`src/logic/bhc_pkg.sv`:
```
// Shared constants and types for the bridge command sequencer
package bhc_pkg;

  // Bus address of the bridge (7 bits)
  localparam logic [6:0] BHC_DEV_ADDR       = 7'h18;

  // Command codes
  localparam logic [7:0] CMD_POINTER_SELECT = 8'he1;
  localparam logic [7:0] CMD_PORT_ADJUST    = 8'hc3;
  localparam logic [7:0] CMD_LINE_RESET     = 8'hb4;
  localparam logic [7:0] CMD_SINGLE_SLOT    = 8'h87;
  localparam logic [7:0] CMD_BYTE_WRITE     = 8'ha5;
  localparam logic [7:0] CMD_BYTE_READ      = 8'h96;

  // Read pointer codes
  localparam logic [7:0] PTR_STATUS         = 8'hf0;
  localparam logic [7:0] PTR_READ_DATA      = 8'he1;
  localparam logic [7:0] PTR_PORT_CFG       = 8'hb4;

  // Status byte layout
  localparam int         ST_BUSY_BIT        = 0;
  localparam int         ST_PRESENCE_BIT    = 1;
  localparam int         ST_SLOT_BIT        = 5;

  // Values after reset
  localparam logic [7:0] PORT_CFG_RESET     = 8'h00;
  localparam logic [7:0] PTR_RESET          = PTR_STATUS;

  // Line timing in ns at the system clock
  localparam int CLK_PERIOD_NS         = 4;
  localparam int LINE_RESET_LOW_NS     = 480000;
  localparam int LINE_PRESENCE_SMP_NS  = 70000;
  localparam int LINE_SLOT_NS          = 70000;
  localparam int LINE_ZERO_LOW_NS      = 60000;
  localparam int LINE_ONE_LOW_NS       = 6000;
  localparam int LINE_SAMPLE_NS        = 15000;

  // Cycle counts: least times round up, the sample point rounds down
  localparam int RESET_LOW_CYC    = (LINE_RESET_LOW_NS + CLK_PERIOD_NS - 1) / CLK_PERIOD_NS;
  localparam int PRESENCE_SMP_CYC = LINE_PRESENCE_SMP_NS / CLK_PERIOD_NS;
  localparam int SLOT_CYC         = (LINE_SLOT_NS + CLK_PERIOD_NS - 1) / CLK_PERIOD_NS;
  localparam int ZERO_LOW_CYC     = (LINE_ZERO_LOW_NS + CLK_PERIOD_NS - 1) / CLK_PERIOD_NS;
  localparam int ONE_LOW_CYC      = (LINE_ONE_LOW_NS + CLK_PERIOD_NS - 1) / CLK_PERIOD_NS;
  localparam int SAMPLE_CYC       = LINE_SAMPLE_NS / CLK_PERIOD_NS;

  typedef enum logic [1:0] {
    LINE_OP_RESET,
    LINE_OP_BIT,
    LINE_OP_WRITE,
    LINE_OP_READ
  } bhc_line_op_type;

endpackage

```
`src/logic/bhc_line_engine.sv`:
```
// Single-wire line engine: reset pulse, single slot, byte write and byte read
`timescale 1ns/1ps
`default_nettype none
module bhc_line_engine
  import bhc_pkg::*;
#(
  parameter int RST_LOW  = RESET_LOW_CYC,
  parameter int PRES_SMP = PRESENCE_SMP_CYC,
  parameter int SLOT     = SLOT_CYC,
  parameter int ZERO_LOW = ZERO_LOW_CYC
) (
  input  wire logic            clock_in,      // System clock
  input  wire logic            reset_n_in,    // Async reset, active low
  input  wire logic            start_in,      // Start pulse for one operation
  input  wire bhc_line_op_type op_in,         // Operation to run
  input  wire logic [7:0]      data_in,       // Byte to send, bit 7 for single slot
  input  wire logic            line_in,       // Line level
  output logic                 busy_out,      // Operation running
  output logic                 presence_out,  // Presence seen in last reset
  output logic                 slot_bit_out,  // Level sampled in last single slot
  output logic [7:0]           read_byte_out, // Last byte read
  output logic                 line_oe_out    // Pull the line low
);

  typedef enum logic [1:0] {E_IDLE, E_RESET, E_SLOT} bhc_eng_state_type;

  bhc_eng_state_type state, next_state;
  bhc_line_op_type   op, next_op;
  logic [19:0]       cnt, next_cnt;
  logic [2:0]        slots_left, next_slots_left;
  logic [7:0]        tx, next_tx;
  logic [7:0]        rx, next_rx;
  logic              next_busy, next_presence, next_slot_bit, next_oe;
  logic [7:0]        next_read_byte;

  always_comb begin
    next_state      = state;
    next_op         = op;
    next_cnt        = cnt + 20'd1;
    next_slots_left = slots_left;
    next_tx         = tx;
    next_rx         = rx;
    next_busy       = busy_out;
    next_presence   = presence_out;
    next_slot_bit   = slot_bit_out;
    next_read_byte  = read_byte_out;
    next_oe         = line_oe_out;
    case (state)
      E_IDLE: begin
        next_cnt = 20'd0;
        if (start_in) begin
          // Busy rises on the cycle after the accept
          next_busy       = 1'b1;
          next_op         = op_in;
          next_oe         = 1'b1;
          next_tx         = (op_in == LINE_OP_READ) ? 8'hff :
                            (op_in == LINE_OP_BIT) ? {7'h00, data_in[7]} : data_in;
          next_slots_left = (op_in == LINE_OP_BIT) ? 3'd0 : 3'd7;
          next_state      = (op_in == LINE_OP_RESET) ? E_RESET : E_SLOT;
        end
      end
      E_RESET: begin
        if (cnt == 20'(RST_LOW - 1)) begin
          next_oe = 1'b0;
        end
        if (cnt == 20'(RST_LOW + PRES_SMP - 1)) begin
          next_presence = ~line_in;
        end
        if (cnt == 20'(2 * RST_LOW - 1)) begin
          next_busy  = 1'b0;
          next_state = E_IDLE;
        end
      end
      E_SLOT: begin
        if (cnt == 20'((tx[0] ? ONE_LOW_CYC : ZERO_LOW) - 1)) begin
          next_oe = 1'b0;
        end
        if (cnt == 20'(SAMPLE_CYC - 1)) begin
          next_rx = {line_in, rx[7:1]};
          if (op == LINE_OP_BIT) begin
            next_slot_bit = line_in;
          end
        end
        if (cnt == 20'(SLOT - 1)) begin
          if (slots_left == 3'd0) begin
            // The read byte settles on the same edge that clears busy
            // read byte and idle on one edge
            if (op == LINE_OP_READ) begin
              next_read_byte = rx;
            end
            next_busy  = 1'b0;
            next_state = E_IDLE;
          end else begin
            next_slots_left = slots_left - 3'd1;
            next_tx         = {1'b0, tx[7:1]};
            next_cnt        = 20'd0;
            next_oe         = 1'b1;
          end
        end
      end
      default: next_state = E_IDLE;
    endcase
  end

  always_ff @(posedge clock_in or negedge reset_n_in) begin
    if (!reset_n_in) begin
      state         <= E_IDLE;
      op            <= LINE_OP_RESET;
      cnt           <= 20'd0;
      slots_left    <= 3'd0;
      tx            <= 8'h00;
      rx            <= 8'h00;
      busy_out      <= 1'b0;
      presence_out  <= 1'b0;
      slot_bit_out  <= 1'b0;
      read_byte_out <= 8'h00;
      line_oe_out   <= 1'b0;
    end else begin
      state         <= next_state;
      op            <= next_op;
      cnt           <= next_cnt;
      slots_left    <= next_slots_left;
      tx            <= next_tx;
      rx            <= next_rx;
      busy_out      <= next_busy;
      presence_out  <= next_presence;
      slot_bit_out  <= next_slot_bit;
      read_byte_out <= next_read_byte;
      line_oe_out   <= next_oe;
    end
  end

endmodule
`default_nettype wire

```
`src/logic/bhc_bridge.sv`:
```
// Serial bus slave that sequences commands for the single-wire line engine
`timescale 1ns/1ps
`default_nettype none
module bhc_bridge
  import bhc_pkg::*;
#(
  parameter int RST_LOW  = RESET_LOW_CYC,
  parameter int PRES_SMP = PRESENCE_SMP_CYC,
  parameter int SLOT     = SLOT_CYC,
  parameter int ZERO_LOW = ZERO_LOW_CYC
) (
  input  wire logic clock_in,     // System clock, 250 MHz
  input  wire logic reset_n_in,   // Async reset, active low
  input  wire logic scl_in,       // Serial clock level
  input  wire logic sda_in,       // Serial data level
  output logic      sda_out_out,  // Serial data drive value, always low
  output logic      sda_oe_out,   // Serial data pulled low while high
  input  wire logic line_in,      // Single-wire line level
  output logic      line_out_out, // Line drive value, always low
  output logic      line_oe_out   // Line pulled low while high
);

  typedef enum logic [2:0] {S_IDLE, S_ADDR, S_WR, S_ACK, S_TX, S_MACK, S_IGNORE} bhc_state_type;

  bhc_state_type   state, next_state;
  logic            scl_q, sda_q;
  logic [3:0]      bit_cnt, next_bit_cnt;
  logic [7:0]      rx, next_rx;
  logic [7:0]      tx, next_tx;
  logic            rw, next_rw;
  logic [1:0]      byte_idx, next_byte_idx;
  logic [7:0]      cmd, next_cmd;
  logic            refuse, next_refuse;
  logic            mack, next_mack;
  logic            sda_oe, next_sda_oe;
  logic [7:0]      rd_ptr, next_rd_ptr;
  logic [7:0]      port_cfg [8];
  logic [7:0]      next_port_cfg [8];
  logic [2:0]      port_idx, next_port_idx;
  logic            line_start, next_line_start;
  bhc_line_op_type line_op, next_line_op;
  logic [7:0]      line_data, next_line_data;
  logic            pin_low;
  logic            scl_rise, scl_fall, bus_start, bus_stop;
  logic            wr_eval, ack, code_ok, accept, load_tx;
  logic [7:0]      acc_code, tx_byte;
  logic            line_busy, presence, slot_bit;
  logic [7:0]      read_byte;

  assign scl_rise  = ~scl_q & scl_in;
  assign scl_fall  = scl_q & ~scl_in;
  assign bus_start = scl_q & scl_in & sda_q & ~sda_in;
  assign bus_stop  = scl_q & scl_in & ~sda_q & sda_in;

  always_comb begin
    next_state      = state;
    next_bit_cnt    = bit_cnt;
    next_rx         = rx;
    next_tx         = tx;
    next_rw         = rw;
    next_byte_idx   = byte_idx;
    next_cmd        = cmd;
    next_refuse     = refuse;
    next_mack       = mack;
    next_sda_oe     = sda_oe;
    next_rd_ptr     = rd_ptr;
    next_port_cfg   = port_cfg;
    next_port_idx   = port_idx;
    next_line_start = 1'b0;
    next_line_op    = line_op;
    next_line_data  = line_data;
    wr_eval         = 1'b0;
    ack             = 1'b0;
    code_ok         = 1'b0;
    accept          = 1'b0;
    acc_code        = 8'h00;
    load_tx         = 1'b0;
    tx_byte         = 8'h00;
    case (state)
      S_ADDR, S_WR: begin
        if (scl_rise) begin
          next_rx      = {rx[6:0], sda_in};
          next_bit_cnt = bit_cnt + 4'd1;
        end
        if (scl_fall && bit_cnt == 4'd8) begin
          if (state == S_ADDR) begin
            if (rx[7:1] == BHC_DEV_ADDR) begin
              next_sda_oe   = 1'b1;
              next_rw       = rx[0];
              next_byte_idx = 2'd0;
              next_refuse   = 1'b0;
              next_state    = S_ACK;
            end else begin
              next_state = S_IGNORE;
            end
          end else begin
            wr_eval = 1'b1;
          end
        end
      end
      S_ACK: begin
        if (scl_fall) begin
          next_bit_cnt = 4'd0;
          next_sda_oe  = 1'b0;
          next_state   = S_WR;
          if (rw) begin
            load_tx    = 1'b1;
            next_state = S_TX;
          end
        end
      end
      S_TX: begin
        if (scl_rise) begin
          next_bit_cnt = bit_cnt + 4'd1;
        end
        if (scl_fall) begin
          if (bit_cnt == 4'd8) begin
            next_sda_oe = 1'b0;
            next_state  = S_MACK;
          end else begin
            // Open-drain: a one releases the line
            next_tx     = {tx[6:0], 1'b0};
            next_sda_oe = ~tx[6];
          end
        end
      end
      S_MACK: begin
        if (scl_rise) begin
          next_mack = ~sda_in;
        end
        if (scl_fall) begin
          next_bit_cnt = 4'd0;
          next_state   = S_IGNORE;
          if (mack) begin
            load_tx    = 1'b1;
            next_state = S_TX;
          end
        end
      end
      default: next_state = state;
    endcase

    if (wr_eval) begin
      if (!refuse && byte_idx == 2'd0) begin
        code_ok = rx == CMD_POINTER_SELECT || rx == CMD_PORT_ADJUST || rx == CMD_LINE_RESET ||
                  rx == CMD_SINGLE_SLOT || rx == CMD_BYTE_WRITE || rx == CMD_BYTE_READ;
        ack = code_ok && (!line_busy || rx == CMD_POINTER_SELECT);
        if (ack) begin
          next_cmd = rx;
          if (rx == CMD_LINE_RESET || rx == CMD_BYTE_READ) begin
            accept   = 1'b1;
            acc_code = rx;
          end
        end
      end else if (!refuse && byte_idx == 2'd1) begin
        ack = (cmd == CMD_POINTER_SELECT) ?
              (rx == PTR_STATUS || rx == PTR_READ_DATA || rx == PTR_PORT_CFG) :
              (cmd == CMD_PORT_ADJUST || cmd == CMD_SINGLE_SLOT || cmd == CMD_BYTE_WRITE);
        accept   = ack;
        acc_code = cmd;
      end
      next_sda_oe   = ack;
      next_refuse   = refuse | ~ack;
      next_state    = S_ACK;
      next_byte_idx = (byte_idx == 2'd2) ? byte_idx : byte_idx + 2'd1;
    end

    if (accept) begin
      next_port_idx = 3'd0;
      case (acc_code)
        CMD_POINTER_SELECT: next_rd_ptr = rx;
        CMD_PORT_ADJUST: begin
          next_port_cfg[rx[7:5]] = rx;
          next_rd_ptr            = PTR_PORT_CFG;
        end
        default: begin
          next_line_start = 1'b1;
          next_line_data  = rx;
          next_rd_ptr     = PTR_STATUS;
          next_line_op    = (acc_code == CMD_LINE_RESET) ? LINE_OP_RESET :
                            (acc_code == CMD_SINGLE_SLOT) ? LINE_OP_BIT :
                            (acc_code == CMD_BYTE_WRITE) ? LINE_OP_WRITE : LINE_OP_READ;
        end
      endcase
    end

    if (load_tx) begin
      case (rd_ptr)
        PTR_STATUS: begin
          tx_byte[ST_BUSY_BIT]     = line_busy;
          tx_byte[ST_PRESENCE_BIT] = presence;
          tx_byte[ST_SLOT_BIT]     = slot_bit;
        end
        PTR_READ_DATA: tx_byte = read_byte;
        default: begin
          tx_byte       = port_cfg[port_idx];
          next_port_idx = port_idx + 3'd1;
        end
      endcase
      next_tx     = tx_byte;
      next_sda_oe = ~tx_byte[7];
    end

    if (bus_start) begin
      next_state   = S_ADDR;
      next_bit_cnt = 4'd0;
      next_sda_oe  = 1'b0;
    end else if (bus_stop) begin
      next_state  = S_IDLE;
      next_sda_oe = 1'b0;
    end
  end

  always_ff @(posedge clock_in or negedge reset_n_in) begin
    if (!reset_n_in) begin
      state      <= S_IDLE;
      scl_q      <= 1'b1;
      sda_q      <= 1'b1;
      bit_cnt    <= 4'd0;
      rx         <= 8'h00;
      tx         <= 8'h00;
      rw         <= 1'b0;
      byte_idx   <= 2'd0;
      cmd        <= 8'h00;
      refuse     <= 1'b0;
      mack       <= 1'b0;
      sda_oe     <= 1'b0;
      rd_ptr     <= PTR_RESET;
      port_cfg   <= '{default: PORT_CFG_RESET};
      port_idx   <= 3'd0;
      line_start <= 1'b0;
      line_op    <= LINE_OP_RESET;
      line_data  <= 8'h00;
      pin_low    <= 1'b0;
    end else begin
      state      <= next_state;
      scl_q      <= scl_in;
      sda_q      <= sda_in;
      bit_cnt    <= next_bit_cnt;
      rx         <= next_rx;
      tx         <= next_tx;
      rw         <= next_rw;
      byte_idx   <= next_byte_idx;
      cmd        <= next_cmd;
      refuse     <= next_refuse;
      mack       <= next_mack;
      sda_oe     <= next_sda_oe;
      rd_ptr     <= next_rd_ptr;
      port_cfg   <= next_port_cfg;
      port_idx   <= next_port_idx;
      line_start <= next_line_start;
      line_op    <= next_line_op;
      line_data  <= next_line_data;
      pin_low    <= 1'b0;
    end
  end

  assign sda_out_out  = pin_low;
  assign sda_oe_out   = sda_oe;
  assign line_out_out = pin_low;

  bhc_line_engine #(
    .RST_LOW  (RST_LOW),
    .PRES_SMP (PRES_SMP),
    .SLOT     (SLOT),
    .ZERO_LOW (ZERO_LOW)
  ) u_engine (
    .clock_in      (clock_in),
    .reset_n_in    (reset_n_in),
    .start_in      (line_start),
    .op_in         (line_op),
    .data_in       (line_data),
    .line_in       (line_in),
    .busy_out      (line_busy),
    .presence_out  (presence),
    .slot_bit_out  (slot_bit),
    .read_byte_out (read_byte),
    .line_oe_out   (line_oe_out)
  );
endmodule
`default_nettype wire

```
`config.mk`:
```
export PLATFORM = sky130hd
export DESIGN_NAME = bhc_bridge
export DESIGN_NICKNAME = d
export VERILOG_FILES = /design/src/logic/bhc_pkg.sv /design/src/logic/bhc_line_engine.sv /design/src/logic/bhc_bridge.sv
export SDC_FILE = /design/constraint.sdc
export NUM_CORES = 1
export LEC_CHECK = 0
export BUFFER_PORTS_ARGS = -buffer_cell sky130_fd_sc_hd__buf_4
export CELL_PAD_IN_SITES_DETAIL_PLACEMENT = 0
export CELL_PAD_IN_SITES_GLOBAL_PLACEMENT = 1
export CORE_MARGIN = 2
export CORE_UTILIZATION = 56
export DETAILED_ROUTE_END_ITERATION = 10
export GPL_TIMING_DRIVEN = 0
export PLACE_DENSITY_LB_ADDON = 0.1
export SLEW_MARGIN = 20
export SYNTH_ARGS = -nofsm -noshare
export SYNTH_HDL_FRONTEND = slang
export SYNTH_SLANG_ARGS = --single-unit
export TNS_END_PERCENT = 20
```
`constraint.sdc`:
```
create_clock -name clock_in -period 4.2 [get_ports clock_in]
set_clock_uncertainty 0.2 [all_clocks]
set_input_delay 0 -clock clock_in [delete_from_list [all_inputs] [get_ports clock_in]]
set_output_delay 0 -clock clock_in [all_outputs]
set_load 0.005 [all_outputs]
```
==> flow_metrics.tcl <==
set metrics [dict create \
    grt_antenna_before_repair 0 \
    grt_overflow 0 \
    firstDrtPassIters 5 \
    first_global_vias 6184 \
    yosysTopAreaCellShare_pct 48.0 \
    dieArea_um2 17100 \
    gp_congestion 0.905 \
    async_flop_share_pct 100 \
    crit_path_start "byte_idx[0]" \
    avgViaCountPerCell 5.87 \
    crit_chain "inv_1, ha_1, nor4bb_1, nand3b_1, a21o_1, nor4b_1, nand3_2, mux2_2" \
    cts_buffers 17 \
    required_ns 4.32 \
    p_leak_nw 4.54 \
    slew_violations 0 \
    tightest_slew_ns 0.969 \
    num_rows 46 \
    die_w_um 131 \
    path_delay_family "simple AND/OR/NAND/NOR gates" \
    synthTopCellsByCount "dfrtp_1 (173), mux2_2 (85), nor2_1 (65)" \
    startpoint_type "register" \
    clk_latency_ns 0.43 \
    critPathCaptureType "register" \
    worstSetupPathType "reg -> reg" \
    coreArea_um2 15800 \
    yosysWarnings 0 \
    synth_enable_flop_cells 0 \
    area.growth.synth_to_final_pct 11.7 \
    relSlewSlack_pct 33.7 \
    drc 0 \
    r2r-start "byte_idx[0]" \
    fin_setup_tns_ns 0 \
    cts_tree "built" \
    timing.rr.end "port_cfg[27]" \
    wirelength_mm 19.7 \
    netlist_area_um2 9030 \
    ant_nets 0 \
    setup_viol 0 \
    syn_inst 806 \
    cp.arrival_ns 3.20 \
    cts.path.max_buffers 2 \
    slowest_stage "nor4bb_1" \
    port_buffers 6 \
    ys_ff_latch 179 \
    vdd_drop_max_v 0.000315 \
    r2r_setup_slack_ns 1.12 \
    critPathBufInv 1 \
    cellPowerDensity_nw_per_um2 401 \
    cts_resized 0 \
    track_usage_pct 24.5 \
    hold_end "sda_q" \
    final_cells 1069 \
    grt_pass1_wl_mm 32.0 \
    fmax_mhz 325 \
    yosysTopAreaCell "dfrtp_1" \
    layout-drive-gt1-share_pct 20.6 \
    hold_viol 0 \
    rsz0062_at_grt "false" \
    dp_cells 1031 \
    grt_max_degree 69 \
    n_antenna_cell 0 \
    synth_area_leaders "dfrtp_1 (48%), mux2_2 (11%), mux4_2 (4.0%)" \
    hold_path_startpoint "sda_in" \
    holdPathStages 2 \
    drt_iter0_drc 465 \
    slowest_delay_ns 0.50 \
    layout.nets 859 \
    clock_sinks 179 \
    critical_path_depth 8 \
    cts.root.buffer_cell "clkbuf_16" \
    start_util_pct 57.0 \
    dp.final_hpwl_mm 13.9 \
    outcome "complete, no violations" \
    h-tree-depth 4 \
    wire_per_inst_um 18.5 \
    clk_pin_slew_ns 0.07 \
    ys_seq_area_share_pct 49.7 \
    synthFlopType "dfrtp_1" \
    syn_avg_cell_area_um2 11.2 \
    timing.final.crit_share_pct 73.2 \
    maxCapViolations 0 \
    fin_crit_ns 3.08 \
    critPathMaxFanout 8 \
    hold_class "in -> reg" \
    yosys.cell_types.count 65 \
    reg2reg_depth 8 \
    synth_most_common_cell "dfrtp_1" \
    fp.dieH_um 131 \
    io_pins 9 \
    vias 6279 \
]
-- layout make-up --
cell class	instances	area, um2
Clock inverter	11	144
Sequential cell	179	4490
Clock buffer	21	450
Timing Repair Buffer	14	185
Tap cell	216	270
Multi-Input combinational cell	569	4310
Buffer	39	169
Inverter	20	75.1
Fill cell	1267	5740
-- what timing repair did --
item                      CTS  global route
hold buffers                6             0
hold endpoints to repair  198             0
setup buffers               0             0
-- logic make-up (layout without fill, tap and decap cells) --
kind of cell	count (synthesis)	count (layout)	share of synthesized area (%)
AOI/OAI and AO/OA	120	120	8.61
muxes	119	119	16.6
xor gates and xnor gates	28	28	2.72
DFF	179	179	49.7
other	1	2	0.0415
adders and majority gates	14	14	1.94
and+or+nand+nor	286	286	17.7
buffers and inverters	59	105	2.70
-- sequential cells by signal, indices dropped and copies added, names as in the netlist, 4 cells and up --
register	count
port_cfg	64
u_engine.cnt	20
cmd	8
line_data	8
rd_ptr	8
rx	8
u_engine.read_byte_out	8
u_engine.rx	8
u_engine.tx	8
tx	7
bit_cnt	4
-- worst max-delay path by stage --
stage | end | slack (ns)
2_1_floorplan | line_data[0] | 1.61
3_3_place_gp | line_data[1] | 1.25
3_5_place_dp | line_data[3] | 1.21
4_1_cts | line_data[3] | 1.20
5_1_grt | u_engine.slots_left[2] | 1.01
6_report | port_cfg[27] | 1.12
-- where the power goes --
group	switching, mW	leakage [nW]	internal [mW]
sequential	0.0967	2.44	1.79
combinational	0.353	1.81	0.198
clock	0.700	0.284	0.911
-- routing by layer --
layer / vias up / track usage [%] / routed length [um]
met2: 119 / 40.4 / 9770
met3: 16 / 5.74 / 751
li1: 2962 / - / -
met5: - / 0 / 0
met4: 0 / 6.07 / 211
met1: 3182 / 33.2 / 9010
-- metrics by stage --
stage / instance area [um2] / worst slack, ns / hold slack [ns] / util, % / total power, mW
6_report: 10100 / 1.12 / 0.0641 / 63.7 / 4.04
2_1_floorplan: 9030 / 1.61 / -0.496 / - / 2.25
4_1_cts: 10100 / 1.20 / 0.0450 / 63.7 / 4.07
3_3_place_gp: 9350 / 1.25 / -0.0550 / 59.0 / 2.42
5_1_grt: 10100 / 1.01 / 0.0634 / 63.7 / 4.21
3_5_place_dp: 9410 / 1.21 / -0.266 / 59.4 / 2.45
-- cell usage in the layout (no fill, tap or decap), drive strengths merged, types with 4 or more instances in the layout --
cell type    synthesis  final
a21o                 4      4
nor3b                8      8
nand2               48     48
dfstp                6      6
nand3               32     32
nor3                11     11
nor2                66     66
o22ai                4      4
dlygate4sd3          0      5
and2                14     14
nand2b              22     22
xor2                20     20
o41ai                4      4
nor2b               17     17
nand3b              13     13
a31oi                5      5
mux2i               18     18
clkbuf              27     48
and3                 8      8
ha                  14     14
dfrtp              173    173
nor4                 9      9
nand4               12     12
a211oi              14     14
o31ai                4      4
nand4b               7      7
inv                 20     25
buf                 12     21
xnor2                8      8
o21ai               39     39
mux4                16     16
a21oi               31     31
mux2                85     85
nor4bb               4      4
Note: power is estimated with default switching activity, not from simulation.
